<file path="src/mic_consts.svh">
`ifndef MIC_CONSTS_SVH
`define MIC_CONSTS_SVH

// register byte offsets on the wishbone slave
`define MIC_OFS_REQ_HIGH 5'h00
`define MIC_OFS_REQ_LOW 5'h04
`define MIC_OFS_EN_HIGH 5'h08
`define MIC_OFS_EN_LOW 5'h0c
`define MIC_OFS_EDGE_SEL 5'h10
`define MIC_OFS_PSW 5'h14
`define MIC_OFS_SP 5'h18

// reset values
`define MIC_RST_BYTE 8'h00
`define MIC_RST_SP 8'hff

// status word fields
`define MIC_PSW_IFLAG 2
`define MIC_PSW_BFLAG 4

// edge modes, two bits per pin in the edge select register
`define MIC_EDGE_NONE 2'h0
`define MIC_EDGE_FALL 2'h1
`define MIC_EDGE_RISE 2'h2
`define MIC_EDGE_BOTH 2'h3

// source index, in falling priority order
`define MIC_SRC_EXT0 3'h0
`define MIC_SRC_EXT1 3'h1
`define MIC_NUM_SRC 8

// memory map seen by the acceptance sequence
`define MIC_STACK_PAGE 8'h01
`define MIC_VEC_BASE 16'hffe0
`define MIC_VEC_BREAK 16'hffde

`endif

</file>
<file path="src/mic_pkg.sv">
package mic_pkg;
  typedef enum logic [3:0] {
    MIC_IDLE,
    MIC_A_CLR,
    MIC_A_PCH,
    MIC_A_PCL,
    MIC_A_PSW,
    MIC_A_VL,
    MIC_A_VH,
    MIC_A_CAP,
    MIC_A_JMP,
    MIC_R_PSW,
    MIC_R_PCL,
    MIC_R_PCH,
    MIC_R_CAP,
    MIC_R_JMP
  } mic_state_t;
endpackage

</file>
<file path="src/mic_edge_detect.sv">
`timescale 1ns/10ps
`default_nettype none
`include "mic_consts.svh"

module mic_edge_detect (
  // clock and reset
  input wire logic ref_clk_i,
  input wire logic rst_i,
  // pin and mode
  input wire logic pin_i,
  input wire logic [1:0] mode_i,
  // detected transition
  output logic edge_o
);

  logic prev;
  wire fell = prev & ~pin_i;
  wire rose = ~prev & pin_i;

  // pin is already synchronous, so one history flop is enough
  always_ff @(posedge ref_clk_i) begin
    if (rst_i) begin
      prev <= 1'b0;
    end else begin
      prev <= pin_i;
    end
  end

  // mode picks falling, rising, both or none
  assign edge_o = ((mode_i == `MIC_EDGE_FALL) & fell) |
                  ((mode_i == `MIC_EDGE_RISE) & rose) |
                  ((mode_i == `MIC_EDGE_BOTH) & (fell | rose)); // see RULE1

endmodule

`default_nettype wire

</file>
<file path="src/mic_irq_ctrl.sv">
// Behaviour
// RULE1: each external pin requests on a falling or rising edge as selected.
// RULE2: hardware clears an external pin flag when its vector is taken.
// RULE3: software clears every other flag after acceptance.
// RULE4: timer flags set on counter compare match.
// RULE5: interval timer flag sets on counter overflow.
// RULE6: converter flag sets when a conversion finishes.
// RULE7: watchdog flags set on watchdog compare match.
// RULE8: accept only with flag, own enable and master enable bit 2 set.
// RULE9: zero enable never accepted; master enable clear blocks all maskable.
// RULE10: fixed order ext0, ext1, timer0, timer1, converter, watchdog, interval.
// RULE11: flag stays pending until accepted, reset or written clear.
// RULE12: acceptance starts at instruction end and lasts 8 cycles.
// RULE13: accepting a maskable request first clears master enable.
// RULE14: after a non-maskable acceptance further requests wait briefly.
// RULE15: push return high, low, status word; stack pointer drops three.
// RULE16: fetch two-byte vector, load program counter, run from there.
// RULE17: master enable clear blocks even higher priority requests.
// RULE18: software sets master enable to nest and picks sources by enables.
// RULE19: return instruction ends the service and resumes the program.
// RULE20: software break has the lowest priority of all.
// RULE21: break shares table call zero vector and sets the break flag.
// RULE22: higher priority wins among simultaneous requests by fixed polling.
// RULE23: return pops status and address, stack pointer rises three.
`timescale 1ns/10ps
`default_nettype none
`include "mic_consts.svh"

module mic_irq_ctrl
  import mic_pkg::*;
(
  // clock and reset
  input wire logic ref_clk_i,
  input wire logic rst_i,
  // wishbone slave
  input wire logic wb_cyc_i,
  input wire logic wb_stb_i,
  input wire logic wb_we_i,
  input wire logic [4:0] wb_adr_i,
  input wire logic [3:0] wb_sel_i,
  input wire logic [31:0] wb_dat_i,
  output logic [31:0] wb_dat_o,
  output logic wb_ack_o,
  // external pins
  input wire logic ext_irq_pin0_i,
  input wire logic ext_irq_pin1_i,
  // peripheral events, one-cycle pulses
  input wire logic timer0_match_i,
  input wire logic timer1_match_i,
  input wire logic interval_ovf_i,
  input wire logic converter_done_i,
  input wire logic watchdog_match_i,
  input wire logic watch_timer_match_i,
  // core instruction boundary
  input wire logic instr_done_i,
  input wire logic soft_break_instr_i,
  input wire logic irq_return_instr_i,
  input wire logic irq_enable_instr_i,
  input wire logic [15:0] pc_i,
  // core memory port
  output logic [15:0] mem_addr_o,
  output logic [7:0] mem_wdata_o,
  output logic mem_we_o,
  output logic mem_re_o,
  input wire logic [7:0] mem_rdata_i,
  // core control
  output logic busy_o,
  output logic pc_load_o,
  output logic [15:0] pc_o,
  output logic [7:0] psw_o
);

  ////////////////////////////////////////////////////////////////////////////
  // state

  mic_state_t state;
  logic [7:0] flags;
  logic [7:0] enables;
  logic [3:0] edge_sel;
  logic [7:0] program_status_word;
  logic [7:0] sp;
  logic [7:0] saved_psw;
  logic [15:0] saved_pc;
  logic [15:0] vec_addr;
  logic [7:0] vec_lo;
  logic [2:0] src;
  logic is_break;
  logic brk_pending;
  logic inhibit;

  ////////////////////////////////////////////////////////////////////////////
  // edge detectors for the two external pins

  logic ext0_edge;
  logic ext1_edge;

  mic_edge_detect u_edge0 (
    .ref_clk_i(ref_clk_i),
    .rst_i(rst_i),
    .pin_i(ext_irq_pin0_i),
    .mode_i(edge_sel[1:0]),
    .edge_o(ext0_edge)
  );

  mic_edge_detect u_edge1 (
    .ref_clk_i(ref_clk_i),
    .rst_i(rst_i),
    .pin_i(ext_irq_pin1_i),
    .mode_i(edge_sel[3:2]),
    .edge_o(ext1_edge)
  );

  ////////////////////////////////////////////////////////////////////////////
  // bus decode

  wire bus_req = wb_cyc_i & wb_stb_i & ~wb_ack_o;
  wire bus_wr = bus_req & wb_we_i & wb_sel_i[0];
  wire [7:0] wr_byte = wb_dat_i[7:0];
  wire sel_req_h = (wb_adr_i == `MIC_OFS_REQ_HIGH);
  wire sel_req_l = (wb_adr_i == `MIC_OFS_REQ_LOW);
  wire sel_en_h = (wb_adr_i == `MIC_OFS_EN_HIGH);
  wire sel_en_l = (wb_adr_i == `MIC_OFS_EN_LOW);
  wire sel_edge = (wb_adr_i == `MIC_OFS_EDGE_SEL);
  wire sel_psw = (wb_adr_i == `MIC_OFS_PSW);
  wire sel_sp = (wb_adr_i == `MIC_OFS_SP);

  // register bytes: high group holds sources 0..3, low group 4..7
  wire [7:0] req_high = {flags[0], flags[1], flags[2], flags[3], 4'h0};
  wire [7:0] req_low = {flags[4], flags[5], flags[6], flags[7], 4'h0};
  wire [7:0] en_high = {enables[0], enables[1], enables[2], enables[3], 4'h0};
  wire [7:0] en_low = {enables[4], enables[5], enables[6], enables[7], 4'h0};

  // unmapped offsets read zero and still get an ack
  wire [7:0] rd_byte = sel_req_h ? req_high :
                       sel_req_l ? req_low :
                       sel_en_h ? en_high :
                       sel_en_l ? en_low :
                       sel_edge ? {4'h0, edge_sel} :
                       sel_psw ? program_status_word :
                       sel_sp ? sp : 8'h00;

  ////////////////////////////////////////////////////////////////////////////
  // request flags: hardware set beats both clears in the same cycle

  wire [7:0] hw_set = {interval_ovf_i, // see RULE5
                       watch_timer_match_i,
                       watchdog_match_i, // see RULE7
                       converter_done_i, // see RULE6
                       timer1_match_i,
                       timer0_match_i, // see RULE4
                       ext1_edge,
                       ext0_edge}; // see RULE1

  wire [7:0] sw_flags = bus_wr & sel_req_h ?
                        {flags[7:4], wr_byte[4], wr_byte[5], wr_byte[6],
                         wr_byte[7]} :
                        bus_wr & sel_req_l ?
                        {wr_byte[4], wr_byte[5], wr_byte[6], wr_byte[7],
                         flags[3:0]} : flags;

  // only the edge-triggered pins are cleared by the sequence
  wire vec_now = (state == MIC_A_JMP) & ~is_break;
  wire [7:0] hw_clr = {6'h00,
                       vec_now & (src == `MIC_SRC_EXT1),
                       vec_now & (src == `MIC_SRC_EXT0)}; // see RULE2

  // other flags are left for the service routine to clear
  wire [7:0] next_flags = (sw_flags & ~hw_clr) | hw_set; // see RULE3, RULE11

  wire [7:0] next_enables = bus_wr & sel_en_h ?
                            {enables[7:4], wr_byte[4], wr_byte[5],
                             wr_byte[6], wr_byte[7]} :
                            bus_wr & sel_en_l ?
                            {wr_byte[4], wr_byte[5], wr_byte[6], wr_byte[7],
                             enables[3:0]} : enables;

  ////////////////////////////////////////////////////////////////////////////
  // priority resolution

  wire master_en = program_status_word[`MIC_PSW_IFLAG];
  wire [7:0] eligible = flags & enables & {8{master_en}}; // see RULE8, RULE9

  logic [2:0] win_idx;
  logic win_any;

  // lowest index wins: fixed polling order from ext0 down to interval
  always_comb begin
    win_idx = 3'h0;
    win_any = 1'b0;
    for (int i = `MIC_NUM_SRC - 1; i >= 0; i--) begin
      if (eligible[i]) begin
        win_idx = 3'(i); // see RULE10, RULE22
        win_any = 1'b1;
      end
    end
  end

  // break raised by the instruction just finished, or waiting behind a
  // maskable one or an inhibited boundary; maskable requests go first
  wire brk_req = brk_pending | (instr_done_i & soft_break_instr_i);
  wire at_boundary = instr_done_i & (state == MIC_IDLE);
  wire take_mask = at_boundary & ~inhibit & win_any; // see RULE17, RULE12
  wire take_brk = at_boundary & ~inhibit & ~win_any & brk_req; // see RULE20
  wire take_ret = at_boundary & irq_return_instr_i & ~take_mask & ~take_brk;

  ////////////////////////////////////////////////////////////////////////////
  // sequencer

  mic_state_t next_state;

  always_comb begin
    next_state = state;
    unique case (state)
      MIC_IDLE: begin
        if (take_mask | take_brk) begin
          next_state = MIC_A_CLR;
        end else if (take_ret) begin
          next_state = MIC_R_PSW; // see RULE19
        end
      end
      MIC_A_CLR: next_state = MIC_A_PCH;
      MIC_A_PCH: next_state = MIC_A_PCL;
      MIC_A_PCL: next_state = MIC_A_PSW;
      MIC_A_PSW: next_state = MIC_A_VL;
      MIC_A_VL: next_state = MIC_A_VH;
      MIC_A_VH: next_state = MIC_A_CAP;
      MIC_A_CAP: next_state = MIC_A_JMP;
      MIC_A_JMP: next_state = MIC_IDLE;
      MIC_R_PSW: next_state = MIC_R_PCL;
      MIC_R_PCL: next_state = MIC_R_PCH;
      MIC_R_PCH: next_state = MIC_R_CAP;
      MIC_R_CAP: next_state = MIC_R_JMP;
      MIC_R_JMP: next_state = MIC_IDLE;
    endcase
  end

  // memory strobes are registered from the next state, so they line up with the state they belong to
  wire nx_push = (next_state == MIC_A_PCH) | (next_state == MIC_A_PCL) |
                 (next_state == MIC_A_PSW);
  wire nx_vec = (next_state == MIC_A_VL) | (next_state == MIC_A_VH);
  wire nx_pop = (next_state == MIC_R_PSW) | (next_state == MIC_R_PCL) |
                (next_state == MIC_R_PCH);
  wire [7:0] sp_dn = sp - 8'h01;
  wire [7:0] sp_up = sp + 8'h01;

  // pushed status word carries the master enable from before the clear
  wire [7:0] next_wdata = (next_state == MIC_A_PCH) ? saved_pc[15:8] :
                          (next_state == MIC_A_PCL) ? saved_pc[7:0] :
                          saved_psw; // see RULE15
  wire [15:0] next_addr = nx_push ? {`MIC_STACK_PAGE, sp} :
                          nx_pop ? {`MIC_STACK_PAGE, sp_up} :
                          (next_state == MIC_A_VH) ? vec_addr + 16'h0001 :
                          vec_addr;

  // vector: the break shares the table call zero slot
  wire [15:0] next_vec = take_brk ? `MIC_VEC_BREAK :
                         `MIC_VEC_BASE + {12'h000, win_idx, 1'b0}; // see RULE21

  ////////////////////////////////////////////////////////////////////////////
  // status word: sequencer first, then enable instruction, then the bus

  logic [7:0] next_psw;

  always_comb begin
    next_psw = program_status_word;
    if (bus_wr & sel_psw) begin
      next_psw = wr_byte;
    end
    if (instr_done_i & irq_enable_instr_i) begin
      next_psw[`MIC_PSW_IFLAG] = 1'b1; // see RULE18
    end
    if (state == MIC_A_CLR) begin
      next_psw[`MIC_PSW_IFLAG] = 1'b0; // see RULE13
      next_psw[`MIC_PSW_BFLAG] = is_break; // see RULE21
    end
    if (state == MIC_R_CAP) begin
      next_psw = saved_psw; // see RULE23
    end
  end

  // stack pointer steps at the same edge that issues each push or pop
  // address, so back to back accesses land on neighbouring bytes; the bus
  // may load it in any cycle that issues no push or pop
  wire [7:0] next_sp = nx_push ? sp_dn : // see RULE15
                       nx_pop ? sp_up : // see RULE23
                       (bus_wr & sel_sp) ? wr_byte : sp;

  ////////////////////////////////////////////////////////////////////////////
  // control registers and bus answer

  always_ff @(posedge ref_clk_i) begin
    if (rst_i) begin
      flags <= `MIC_RST_BYTE;
      enables <= `MIC_RST_BYTE;
      edge_sel <= 4'h0;
      program_status_word <= `MIC_RST_BYTE;
      sp <= `MIC_RST_SP;
      wb_ack_o <= 1'b0;
      wb_dat_o <= 32'h00000000;
    end else begin
      flags <= next_flags;
      enables <= next_enables;
      program_status_word <= next_psw;
      sp <= next_sp;
      if (bus_wr & sel_edge) begin
        edge_sel <= wr_byte[3:0];
      end
      wb_ack_o <= bus_req;
      wb_dat_o <= {24'h000000, rd_byte};
    end
  end

  ////////////////////////////////////////////////////////////////////////////
  // sequencer registers

  always_ff @(posedge ref_clk_i) begin
    if (rst_i) begin
      state <= MIC_IDLE;
      saved_psw <= `MIC_RST_BYTE;
      saved_pc <= 16'h0000;
      vec_addr <= 16'h0000;
      vec_lo <= 8'h00;
      src <= 3'h0;
      is_break <= 1'b0;
      brk_pending <= 1'b0;
      inhibit <= 1'b0;
    end else begin
      state <= next_state;
      if (state == MIC_IDLE) begin
        brk_pending <= brk_req & ~take_brk;
      end
      if (take_mask | take_brk) begin
        saved_pc <= pc_i;
        saved_psw <= take_brk ? program_status_word | 8'h10 : program_status_word & 8'hef;
        vec_addr <= next_vec; // see RULE16
        src <= win_idx;
        is_break <= take_brk;
      end
      // after a break the first boundary passes without acceptance
      if (state == MIC_A_JMP) begin
        inhibit <= is_break; // see RULE14
      end else if (instr_done_i & (state == MIC_IDLE)) begin
        inhibit <= 1'b0;
      end
      if (state == MIC_A_VH) begin
        vec_lo <= mem_rdata_i;
      end
      if (state == MIC_R_PCL) begin
        saved_psw <= mem_rdata_i;
      end
      if (state == MIC_R_PCH) begin
        saved_pc[7:0] <= mem_rdata_i;
      end
      if (state == MIC_R_CAP) begin
        saved_pc[15:8] <= mem_rdata_i;
      end
    end
  end

  ////////////////////////////////////////////////////////////////////////////
  // core-facing outputs, all registered

  always_ff @(posedge ref_clk_i) begin
    if (rst_i) begin
      mem_addr_o <= 16'h0000;
      mem_wdata_o <= 8'h00;
      mem_we_o <= 1'b0;
      mem_re_o <= 1'b0;
      busy_o <= 1'b0;
      pc_load_o <= 1'b0;
      pc_o <= 16'h0000;
      psw_o <= `MIC_RST_BYTE;
    end else begin
      mem_addr_o <= next_addr;
      mem_wdata_o <= next_wdata;
      mem_we_o <= nx_push;
      mem_re_o <= nx_vec | nx_pop;
      busy_o <= (next_state != MIC_IDLE);
      pc_load_o <= (next_state == MIC_A_JMP) | (next_state == MIC_R_JMP);
      psw_o <= next_psw;
      if (state == MIC_A_CAP) begin
        pc_o <= {mem_rdata_i, vec_lo}; // see RULE16
      end else if (state == MIC_R_CAP) begin
        pc_o <= {mem_rdata_i, saved_pc[7:0]}; // see RULE19
      end
    end
  end

endmodule

`default_nettype wire

</file>
<file path="config.mk">
export PLATFORM = sky130hd
export DESIGN_NAME = mic_irq_ctrl
export DESIGN_NICKNAME = d
export VERILOG_FILES = /design/src/mic_pkg.sv /design/src/mic_edge_detect.sv /design/src/mic_irq_ctrl.sv
export VERILOG_INCLUDE_DIRS = /design/src
export SDC_FILE = /design/constraint.sdc
export NUM_CORES = 1
export LEC_CHECK = 0
export CAP_MARGIN = 10
export CORE_MARGIN = 3
export CORE_UTILIZATION = 25
export DETAILED_ROUTE_END_ITERATION = 6
export DONT_BUFFER_PORTS = 1
export GPL_TIMING_DRIVEN = 0
export SLEW_MARGIN = 20
export SYNTH_ARGS = -nofsm -noshare
export SYNTH_HDL_FRONTEND = slang
export SYNTH_SLANG_ARGS = --single-unit
</file>
<file path="constraint.sdc">
create_clock -name ref_clk_i -period 2.3 [get_ports ref_clk_i]
set_clock_uncertainty 0.1 [all_clocks]
set_input_delay 0.115 -clock ref_clk_i [delete_from_list [all_inputs] [get_ports ref_clk_i]]
set_output_delay 0.115 -clock ref_clk_i [all_outputs]
set_load 0.01 [all_outputs]
</file>
# After elaboration in Yosys (flattened, before gate mapping)
# Cells that the tools add are included.
[totals] reg_bits=173 wordCells=208 out_inout_bits=85 inputBits=82
[op_classes] n_mux=53 bitwise=66 n_addsub=4 n_reduce_logical=17 eq_ne=36
[op_table] operator="2-to-1 mux 8 bit" n=20
[op_table] operator="2-to-1 mux 16 bit" n=5
[op_table] operator="case mux 4 bit (13 select lines)" n=1
[op_table] operator="equality test 4 bit (second input constant)" n=11
[op_table] operator="bitwise AND 1 bit" n=35
[op_table] operator="equality test 4 x 3 -> 1 bit (second input constant)" n=7
[op_table] operator="bitwise AND 8 bit" n=3
[op_table] operator="2-to-1 mux 3 bit" n=8
[op_table] operator="2-to-1 mux 9 bit" n=2
[op_table] operator="adder 16 x 1 -> 16 bit (second input constant)" n=1
[op_table] operator="equality test 4 x 2 -> 1 bit (second input constant)" n=4
[op_table] operator="equality test 5 bit (second input constant)" n=3
[op_table] operator="OR 1 bit" n=15
[op_table] operator="2-to-1 mux 1 bit" n=13
[op_table] operator="2-to-1 mux 4 bit" n=3
[op_table] operator="nonzero test 2 bit" n=6
[op_table] operator="inverter 1 bit" n=11
[op_table] operator="equality test 5 x 4 -> 1 bit (second input constant)" n=2
[op_table] operator="adder 8 x 1 -> 8 bit (second input constant)" n=1
[op_table] operator="equality test 2 bit (second input constant)" n=4
[op_table] operator="inverter 2 -> 8 bit" n=1
[op_table] operator="OR 8 bit" n=1
[op_table] operator="nonzero test 4 bit" n=2
[op_table] operator="subtractor 8 x 1 -> 8 bit (second input constant)" n=1
[op_table] operator="14 further kinds" n=16

# Longest topological paths before layout
# Gate-level depths: netlist of run 1.
[depth] depth_word=23 mapped_depth=9

# Hierarchy
# From an unflattened synthesis of run 1, not the netlist that was laid out.
[unflattened] cells_unflattened=786 area_unflattened_um2=6608.8
[by_module_without_submodules] mod="mic_irq_ctrl" n_inst=1 area_per_inst_um2=6438.7 cells_per_inst=766
[by_module_without_submodules] mod="mic_edge_detect" n_inst=2 area_per_inst_um2=85.1 cells_per_inst=10

# Worst setup path after synthesis of run 1
# No wires, ideal clock.
[synth_timing] path_type="register to register" startpoint="register state[0]" endpoint="register sp[1]" t_required_ns=2.074 stages_incl_launch_ff=9 period_less_slack_ns=2.032 t_arrival_ns=1.807 setup_ns=0.126 setup_slack_ns=0.268 cell_sequence="dfxtp_1 -> buf_6 -> or2_4 -> o31ai_4 -> o211ai_2 -> a211o_1 -> buf_6 -> a221oi_1 -> a21oi_1"
[synth_between] elab_chain_cells=15 word_cells_on_any_way=42 classes_between="19 x eq/ne; 5 x mux; 15 x bitwise; 3 x reduce/logical"
[synth_rtl] item="start: declaration" line_no="mic_irq_ctrl.sv:76" source="mic_state_t state;"
[synth_rtl] item="start signal: assignment" line_no="mic_irq_ctrl.sv:328" source="state <= next_state;"
[synth_rtl] item="zero test 4 bit" line_no="mic_irq_ctrl.sv:201, mic_irq_ctrl.sv:213"
[synth_rtl] item="bitwise AND 1 bit" line_no="mic_irq_ctrl.sv:201" source="wire at_boundary = instr_done_i & (state == MIC_IDLE);"
[synth_rtl] item="bitwise AND 1 bit" line_no="mic_irq_ctrl.sv:202, mic_irq_ctrl.sv:203"
[synth_rtl] item="bitwise AND 1 bit (on tied branches)" line_no="mic_irq_ctrl.sv:202, mic_irq_ctrl.sv:203"
[synth_rtl] item="inverter 1 bit / bitwise AND 1 bit (equally long branches)" line_no="mic_irq_ctrl.sv:204, mic_irq_ctrl.sv:203"
[synth_rtl] item="bitwise AND 1 bit / inverter 1 bit (equally long branches)" line_no="mic_irq_ctrl.sv:204" source="wire take_ret = at_boundary & irq_return_instr_i & ~take_mask & ~take_brk;"
[synth_rtl] item="bitwise AND 1 bit" line_no="mic_irq_ctrl.sv:204"
[synth_rtl] item="2-to-1 mux 4 bit" line_no="mic_irq_ctrl.sv:217" source="end else if (take_ret) begin"
[synth_rtl] item="2-to-1 mux 4 bit" line_no="mic_irq_ctrl.sv:215" source="if (take_mask | take_brk) begin"
[synth_rtl] item="case mux 4 bit (13 select lines) (*)" line_no="mic_irq_ctrl.sv:213" source="unique case (state)"
[synth_rtl] item="equality test 4 bit" line_no="mic_irq_ctrl.sv:241" source="wire nx_pop = (next_state == MIC_R_PSW) | (next_state == MIC_R_PCL) |"
[synth_rtl] item="OR 1 bit (2 in a row)" line_no="mic_irq_ctrl.sv:241"
[synth_rtl] item="2-to-1 mux 8 bit" line_no="mic_irq_ctrl.sv:285" source="nx_pop ? sp_up :"
[synth_rtl] item="2-to-1 mux 8 bit" line_no="mic_irq_ctrl.sv:284" source="wire [7:0] next_sp = nx_push ? sp_dn :"
[synth_rtl] item="end signal: assignment" line_no="mic_irq_ctrl.sv:297" source="sp <= `MIC_RST_SP;"
[synth_rtl] item="end signal: assignment" line_no="mic_irq_ctrl.sv:304" source="sp <= next_sp;"
[synth_rtl] item="end: declaration" line_no="mic_irq_ctrl.sv:81" source="logic [7:0] sp;"
# Every way passes the cells marked *; elsewhere a longest branch is shown, timed or not.
# A chain may end at the register's enable or synchronous reset.

# Worst setup path after layout of run 1
[layout_timing] startpoint="register state[0]" endpoint="register sp[5]"
# The elaborated chain is that of the path after synthesis.

==> results.toml, run 1 <==
[critical_path]
cp-end-kind = "flip-flop"
cp-start-kind = "flip-flop"
path_class = "flip-flop to flip-flop"
crit_required_ns = 2.51
crit_path_start = "state[0]"
worstSetupEndpoint = "sp[5]"
cp.arrival_ns = 2.41
r2r_end = "sp[5]"
rr_worst_depth = 8
critPathMaxFanout = 10
timing.rr.start = "state[0]"
ff2ff_setup_slack_ns = 0.11

[place]
dp_slack_ns = -0.192
dpl_cell_area_um2 = 7180
dp.cells = 1162
gp_congestion = 0.899
detailed_place_hpwl_um = 18000
io_buffers = 0

[sta]
rsz0062_at_grt = "true"
setup_viol = 0
setup_tns_ns = 0
fin_ws_ns = 0.108
relSlewSlack_pct = 43.1
hold_viol = 0
finalCritPeriodShare_pct = 95.3
fin_crit_ns = 2.19
worst_pin_slew_ns = 0.854
max_freq_mhz = 456
drv_slew = 0

[cells_and_area]
fin_cells = 1252
nNetsFinal = 992
n_antenna_cell = 0
areaGrowthSynthToFinish_pct = 26.9
layout-drive-gt1-share_pct = 14.6
final_core_util_pct = 32.4
finalInstanceArea_um2 = 8470

[floorplan]
start_util_pct = 25.6
die_w_um = 169
die_h_um = 169
core_um2 = 26100
io_pins = 167
rows = 59
dieArea_um2 = 28700

[routing]
drt_iter0_markers = 580
ant_nets = 0
vias_per_cell = 5.15
vias = 6453
drt_drc_violations_left = 0
dr.pass1.iters = 5
wirelength_um = 24400
wl_per_cell_um = 19.5

[logic_synthesis]
ys_ff_latch = 132
postSynthCellCount = 804
synthArstFlopShare_pct = 0
ys_types = 70
synth_edf_count = 0
syn_area_um2 = 6680
synthFlopType = "dfxtp_1"
yosysWarnings = 0
avgSynthCellArea_um2 = 8.31
yosysSeqAreaShare_pct = 39.6

[run_status]
outcome = "finished clean"

[clock_tree]
path_clk_slew_ns = 0.07
tritoncts = "done"
cts_sinks = 132
h-tree-depth = 4
numCtsBuffers = 17
cts_root_buf = "clkbuf_16"
clkLatencyLatePin_ns = 0.44
clockBufferDepth = 2

[grt]
gr-total-overflow = 0
antenna_found_initial = 1
grt_max_degree = 18
grt.total_usage_pct = 16.8
grt_pass1_wl_um = 37500
grt_pass1_vias = 6112

[power]
p_per_area_nw_per_um2 = 1050
ir_drop_v = 0.000522
p_leak_nw = 3.21

[flow_run]
maxCapViolCount = 0

[hold_path]
hold_class = "primary input to flip-flop"
## power by group
group          internal, W  switching (W)  total [W]
combinational      0.00119        0.00197    0.00316
clock              0.00147        0.00128    0.00275
sequential         0.00263       0.000385    0.00302
## logic make-up (layout without fill, tap and decap cells)
| family | count (synthesis) | count (layout) | synth area share (%) |
|---|---|---|---|
| AO/OA/AOI/OAI | 217 | 217 | 22.7 |
| XOR/XNOR | 2 | 2 | 0.262 |
| adder cells (fa/ha/maj) | 6 | 6 | 1.12 |
| buffers and inverters | 107 | 197 | 8.26 |
| flip-flops | 132 | 132 | 39.6 |
| multiplexers | 61 | 61 | 9.22 |
| other | 1 | 24 | 0.0562 |
| AND/OR/NAND/NOR | 278 | 278 | 18.8 |
## cells in the mapped netlist, types with 2 or more instances
cell type,count,area share (%)
o21ai_0,20,1.5
inv_1,22,1.2
a22o_1,3,0.39
or2_4,2,0.26
mux2_2,4,0.67
o211ai_1,7,0.79
nor2_1,108,6.1
a21oi_1,53,4.0
a21o_1,3,0.34
buf_1,7,0.39
nand2b_1,7,0.66
a31oi_1,14,1.3
nand3_1,20,1.5
and3_1,7,0.66
a311oi_1,8,1.0
nand4_1,5,0.47
nor3_1,16,1.2
buf_2,9,0.67
buf_6,2,0.34
o21ai_1,2,0.15
a22oi_1,17,1.9
and2_1,5,0.47
o22ai_1,16,1.5
nand2_1,83,4.7
o221ai_1,3,0.39
clkbuf_1,33,1.9
a221oi_2,2,0.45
mux2i_1,57,8.5
buf_4,33,3.7
ha_1,6,1.1
a211oi_1,40,4.5
dfxtp_1,132,40
nor2b_1,6,0.56
nor4_1,6,0.56
or3_1,2,0.19
a221oi_1,8,1.0
o32ai_1,2,0.26
nand3b_1,2,0.22
## timing repair
action	4_1_cts	5_1_grt
hold buffers	49	0
buffers inserted	2	7
setup endpoints to repair	35	41
pin swaps	2	7
endpoints found under the hold margin	90	0
gates resized for setup	10	28
## worst min-delay path by stage
stage	start	to	slack (ns)	depth (start not counted)
finish	wb_dat_i[2]	psw_o[2]	0.05	4
global route	wb_dat_i[2]	psw_o[2]	0.07	4
detailed placement	converter_done_i	flags[4]	0.15	2
CTS	instr_done_i	src[2]	0.03	4
floorplan	timer0_match_i	flags[2]	0.14	2
global placement	interval_ovf_i	flags[7]	0.15	2
## critical path: stages, from the launching register on
cell and delay [ns]:
dfxtp_1 0.31, buf_6 0.13, or2_4 0.28, o31ai_4 0.24, o211ai_2 0.17, a211o_1 0.30
buf_6 0.15, a221oi_2 0.25, o211ai_1 0.12
## metrics by stage
step | hold slack [ns] | power, W
4_1_cts | 0.0252 | 0.00877
3_5_place_dp | 0.153 | 0.00584
5_1_grt | 0.0715 | 0.00940
3_3_place_gp | 0.154 | 0.00585
2_1_floorplan | 0.144 | 0.00504
6_report | 0.0529 | 0.00893
## cell usage in the layout, fill, tap and decap left out, types with 8 or more instances in the layout
cell type	count
buf_2	9
nand3_1	18
nand2_1	83
a31oi_1	14
a22oi_1	13
clkbuf_16	17
nor2_1	107
o22ai_1	16
mux2i_1	57
conb_1	24
a211oi_1	39
a221oi_1	8
a21oi_1	53
buf_4	42
dlygate4sd3_1	49
dfxtp_1	131
o21ai_0	19
nor3_1	12
inv_1	22
clkbuf_1	26
clkbuf_2	8
## routing by layer
metal	track usage (%)	up-vias	part of all wire [%]
li1	-	3064	-
met1	22.6	3039	44
met2	26.1	308	45
met3	4.43	42	8.3
met4	5.94	0	2.2
met5	0	-	0
## sequential cells by signal, summed over array words and instances, names as in the netlist, 3 cells and up
register,cells
sp,8
vec_addr,6
mem_wdata_o,8
src,3
wb_dat_o,8
mem_addr_o,10
psw_o,8
saved_psw,8
pc_o,16
edge_sel,4
vec_lo,8
saved_pc,16
state,4
flags,8
enables,8
## cell type report
class                   instances  area, um2
plain buffers                  84        475
clock buffers                  17        425
clock inverters                15        178
fillers                      2762      17700
inverters                      23       86.3
multi-input cells             588       3680
flip-flops and latches        132       2650
well taps                     335        419
repair buffers                 58        558
Power figures use the tool's default switching activity.
==> inputs of run 2 (changes only) <==
- PLACE_DENSITY: unset -> 0.39
==> run 2 against run 1 <==
Effect of this change: the flow now finishes with violations (negative hold slack); core utilization hardly changed; via count is 1.8% lower; count of clock-buffer cells in the layout did not move; cell count down 0.24%; largest power group unchanged.
==> results.toml, run 2 (same netlist as run 1, synthesis figures left out) <==
[run_status]
outcome = "finished with violations"
violations = "negative hold slack"

[cells_and_area]
areaGrowthSynthToFinish_pct = 26.9
layout-drive-gt1-share_pct = 15.2
largest_registers = "pc_o: 16 flops, saved_pc: 16 flops, mem_addr_o: 10 flops"
multi_input_area_um2 = 3710
fin_cells = 1249
n_antenna_cell = 0
final_core_util_pct = 32.4
nNetsFinal = 989
layout_commonest_cell = "dfxtp_1"
seq_area_um2 = 2650
nFillCells = 2806
final_cell_mix = "dfxtp_1, nor2_1, nand2_1"

[floorplan]
dieArea_um2 = 28700
start_util_pct = 25.6
rows = 59
io_pins = 167
die_w_um = 169
die_h_um = 169
core_um2 = 26100

[sta]
finalCritPeriodShare_pct = 99.9
worst_pin_slew_ns = 1.02
max_freq_mhz = 435
hold_viol = 1
fin_crit_ns = 2.30
rsz0062_at_grt = "true"
fin_ws_ns = 0.00258
relSlewSlack_pct = 31.8
setup_viol = 0
hold_ws_ns = -0.0137
drv_slew = 0

[power]
p_total_w = 0.00901
p_leak_nw = 3.20
ir_drop_v = 0.000557
p_int_w = 0.00537
clkPwrFrac_pct = 30.6
p_sw_share_pct = 40.4
p_comb_share_pct = 36.0
p_seq_share_pct = 33.4
p_per_area_nw_per_um2 = 1060
power.switching_w = 0.00364

[critical_path]
path_class = "flip-flop to flip-flop"
slowest_delay_ns = 0.32
crit_required_ns = 2.49
crit_family = "compound AO/OA/AOI/OAI gates"
cp.arrival_ns = 2.49
crit_chain = "buf_2 -> or2_4 -> o31ai_4 -> o211ai_4 -> a211o_1 -> buf_6 -> a221oi_1 -> a21oi_1"
critPathSlowestCell = "a211o_1"
cp-start-kind = "flip-flop"
critPathMaxFanout = 10
cp-end-kind = "flip-flop"
critPathBufInv = 2

[clock_tree]
h-tree-depth = 4
cts_sinks = 132
cts_root_buf = "clkbuf_16"
clkLatencyLatePin_ns = 0.43
numCtsBuffers = 17
clockBufferDepth = 2
path_clk_slew_ns = 0.07
tritoncts = "done"

[grt]
grt_pass1_wl_um = 40000
grt_max_degree = 17
top_usage_layer = "met2"
grt_pass1_vias = 6313
gr-total-overflow = 0
use_met2_pct = 29.8
antenna_found_initial = 1
gr-usage-met3_pct = 3.70
grt_use_met1_pct = 24.8
grt.total_usage_pct = 18.3

[routing]
drt_drc_violations_left = 0
vias_per_cell = 5.07
dr.pass1.iters = 5
wl_per_cell_um = 21.0
vias = 6337
ant_nets = 0
drt_iter0_markers = 466
wirelength_um = 26200

[flow_run]
maxCapViolCount = 0

[place]
dp_slack_ns = -0.301
dp.cells = 1162
io_buffers = 0
gp_congestion = 0.842
detailed_place_hpwl_um = 19400

[hold_path]
hold_class = "primary input to flip-flop"
[run 2: changes by cell type in the layout (fill, tap and decap cells not counted), moves of 2 or more]
cell | before | now
dfxtp_2 | 0 | 4
clkinv_8 | 5 | 1
clkbuf_2 | 8 | 11
clkinv_4 | 1 | 3
dfxtp_1 | 131 | 127
inv_8 | 4 | 2
inv_6 | 4 | 6
buf_2 | 9 | 7
buf_1 | 6 | 4
[run 2: what timing repair did]
item	4_1_cts	5_1_grt
hold buffers	48	0
gates resized for setup	19	33
pin swaps	2	4
setup endpoints to repair	56	41
hold endpoints to repair	89	0
setup buffers	2	5
[run 2: area by class of cell]
type | instances | area share (%)
flip-flops and latches | 132 | 31.3
plain buffers | 84 | 5.71
well taps | 335 | 4.94
inverters | 23 | 1.02
multi-input cells | 588 | 43.8
clock inverters | 15 | 1.92
clock buffers | 17 | 5.02
repair buffers | 55 | 6.29
[run 2: power groups by stage]
stage / clock [W] / combinational, W / sequential [W]
after detailed placement: 0 / 0.00287 / 0.00305
after global placement: 0 / 0.00288 / 0.00306
after CTS: 0.00283 / 0.00305 / 0.00301
final: 0.00276 / 0.00324 / 0.00301
after floorplan: 0 / 0.00212 / 0.00292
after global routing: 0.00294 / 0.00354 / 0.00305
[run 2: final timing paths]
path,start,end,slack (ns),depth (start not counted)
hold / removal,wb_cyc_i,wb_ack_o,-0.01,2
hold reg to reg,vec_lo[7],vec_lo[7],0.35,2
setup reg to reg,state[1],sp[1],0.003,8
setup / recovery,state[1],sp[1],0.003,8
[run 2: per-layer routing]
layer	up-vias	routed length, um
li1	3049	-
met1	3064	12100
met2	201	12400
met3	23	1360
met4	0	367
met5	-	0
[run 2: stage by stage]
| step | TNS (ns) | hold slack (ns) | cell area (um2) |
|---|---|---|---|
| after floorplan | 0 | 0.144 | 6760 |
| after global placement | -6.86 | 0.152 | 7180 |
| after CTS | -0.00597 | 0.0102 | 8340 |
| after detailed placement | -5.87 | 0.159 | 7180 |
| final | 0 | -0.0137 | 8480 |
| after global routing | -0.387 | 0.0177 | 8480 |
==> inputs of run 3 (changes only) <==
- ABC_AREA: unset -> 1
- CAP_MARGIN: 10 -> unset
- CORE_MARGIN: 3 -> 8
==> run 3 against run 2 <==
Effect of this change: the run now ends clean; highest routed layer unchanged; combinational power shrank 25%; worst setup slack better by 0.085 ns; cell count is 6.8% higher; critical path type unchanged; count of clock-buffer cells in the layout did not move.
==> results.toml, run 3 <==
[clock_tree]
numCtsBuffers = 17
tritoncts = "done"
clockBufferDepth = 2
cts_sinks = 132
path_clk_slew_ns = 0.07
h-tree-depth = 4
clkLatencyLatePin_ns = 0.43
cts_root_buf = "clkbuf_16"

[logic_synthesis]
ys_ff_latch = 132
yosys.area.top_type = "dfxtp_1"
synth_top_area_share_pct = 41.4
synthArstFlopShare_pct = 0
synth_edf_count = 0
yosysMostFrequentCell = "nand2_1"
synth.top_cells.by_area = "dfxtp_1, nand2_1, nor2_1"
ys_types = 45
postSynthCellCount = 890
syn_area_um2 = 6390
synthFlopType = "dfxtp_1"
avgSynthCellArea_um2 = 7.18
yosysWarnings = 0
synth_common_cells = "nand2_1, dfxtp_1, nor2_1"
yosysSeqAreaShare_pct = 41.4

[grt]
antenna_found_initial = 1
grt.total_usage_pct = 16.4
gr-total-overflow = 0
grt_pass1_wl_um = 38300
use_met2_pct = 26.0
gr-usage-met3_pct = 4.25
grt_use_met1_pct = 21.5
top_usage_layer = "met2"
grt_max_degree = 17
grt_pass1_vias = 6173

[critical_path]
timing.rr.start = "psw_o[2]"
path_common_cell = "nand3_1"
r2r_end = "vec_addr[1]"
cp-end-kind = "flip-flop"
cp-start-kind = "flip-flop"
critPathMaxFanout = 10
crit_chain = "buf_6 -> nand3_1 -> nand2_1 -> nor2_4 -> nand2_4 -> o21ai_4 -> inv_2 -> buf_4 -> nand3_1 -> a31oi_1"
critPathSlowestCell = "dfxtp_2"
crit_family = "simple AND/OR/NAND/NOR gates"
critPathBufInv = 3
rr_worst_depth = 10
slowest_delay_ns = 0.37
cp.arrival_ns = 2.39
crit_required_ns = 2.48
path_class = "flip-flop to flip-flop"
ff2ff_setup_slack_ns = 0.09

[floorplan]
start_util_pct = 25.4
rows = 58
die_w_um = 176
core_um2 = 25100
die_h_um = 176
io_pins = 167
dieArea_um2 = 30900

[sta]
drv_slew = 0
worst_pin_slew_ns = 0.854
relSlewSlack_pct = 43.1
finalCritPeriodShare_pct = 96.2
setup_tns_ns = 0
rsz0062_at_grt = "true"
fin_crit_ns = 2.21
setup_viol = 0
hold_viol = 0
max_freq_mhz = 452
fin_ws_ns = 0.0873

[cells_and_area]
areaGrowthSynthToFinish_pct = 27.2
largest_registers = "pc_o: 16 flops, saved_pc: 16 flops, mem_addr_o: 10 flops"
layout-drive-gt1-share_pct = 12.2
final_cell_mix = "nand2_1, dfxtp_1, nor2_1"
nNetsFinal = 1078
final_core_util_pct = 32.4
layout_commonest_cell = "nand2_1"

[place]
gp_congestion = 0.833
io_buffers = 0
detailed_place_hpwl_um = 19100
dp_slack_ns = -0.0613

[flow_run]
maxCapViolCount = 0

[routing]
vias = 6191
drt_iter0_markers = 390
vias_per_cell = 4.64
wirelength_um = 25300
drt_drc_violations_left = 0
dr.pass1.iters = 5
wl_per_cell_um = 19.0
ant_nets = 0

[hold_path]
hold_class = "primary input to flip-flop"
hp-start = "wb_adr_i[3]"
holdPathStages = 5
min_to = "wb_dat_o[5]"

[power]
p_leak_nw = 3.48
p_per_area_nw_per_um2 = 1000
ir_drop_v = 0.000498

[run_status]
outcome = "finished clean"
-- run 3: changes by cell type after synthesis, moves of 28 or more --
cell      previous run  this run
mux2i_1             57         0
a31oi_1             14        42
o21ai_0             20        48
nand3_1             20        52
nand2_1             83       197
a211oi_1            40         1
inv_1               22        94
-- run 3: layout make-up --
class	instances	area [um2]
clock inverters	15	180
clock buffers	17	425
fillers	2825	17000
diodes	1	2.50
repair buffers	58	568
multi-input cells	619	3130
flip-flops and latches	132	2640
inverters	103	389
well taps	330	413
plain buffers	59	373
-- run 3: stage by stage --
step                      cells  total power [W]  area (um2)  hold slack (ns)
final                      1334          0.00815        8130           0.0110
after global routing       1334          0.00864        8130           0.0478
after CTS                  1326          0.00810        8010          0.00778
after detailed placement   1243          0.00507        6890            0.141
after global placement     1243          0.00509        6890            0.137
after floorplan             913          0.00444        6470            0.133
-- run 3: cells by family (layout without fill, tap and decap cells) --
| family | count (synthesis) | after routing | synth area share, % |
|---|---|---|---|
| AO/OA/AOI/OAI | 194 | 194 | 17.8 |
| XOR/XNOR | 9 | 9 | 1.23 |
| adder cells (fa/ha/maj) | 6 | 6 | 1.18 |
| buffers and inverters | 162 | 252 | 11.7 |
| flip-flops | 132 | 132 | 41.4 |
| other | 1 | 25 | 0.0587 |
| AND/OR/NAND/NOR | 386 | 386 | 26.6 |
-- run 3: layer usage --
layer | part of all wire (%) | up-vias
met1 | 46 | 2859
met3 | 6.8 | 23
met2 | 45 | 208
li1 | - | 3101
met4 | 1.2 | 0
met5 | 0 | -
-- run 3: where the power goes --
| group | internal, W | switching (W) | total (W) |
|---|---|---|---|
| Clock | 0.00156 | 0.00127 | 0.00283 |
| Combinational | 0.000876 | 0.00157 | 0.00244 |
| Sequential | 0.00257 | 0.000301 | 0.00287 |
-- run 3: tightest hold or removal path: cells and delay by family --
family             cells  cell delay [ns]
and+or+nand+nor        4             0.23
AOI/OAI and AO/OA      1             0.12
-- run 3: worst max path at each step --
stage,from,endpoint,slack [ns],cells after the start
floorplan,psw_o[2],sp[6],0.52,12
global placement,psw_o[2],mem_addr_o[5],-0.04,12
detailed placement,psw_o[2],vec_addr[1],-0.06,10
CTS,psw_o[2],mem_addr_o[5],0.01,12
global route,state[1],mem_wdata_o[1],-0.12,11
finish,psw_o[2],vec_addr[1],0.09,10
-- run 3: timing repair --
item,in CTS,in global routing
gates resized for setup,2,19
buffers inserted,3,7
endpoints found under the setup margin,21,49
pin swaps,1,4
hold buffers,48,0
endpoints found under the hold margin,91,0
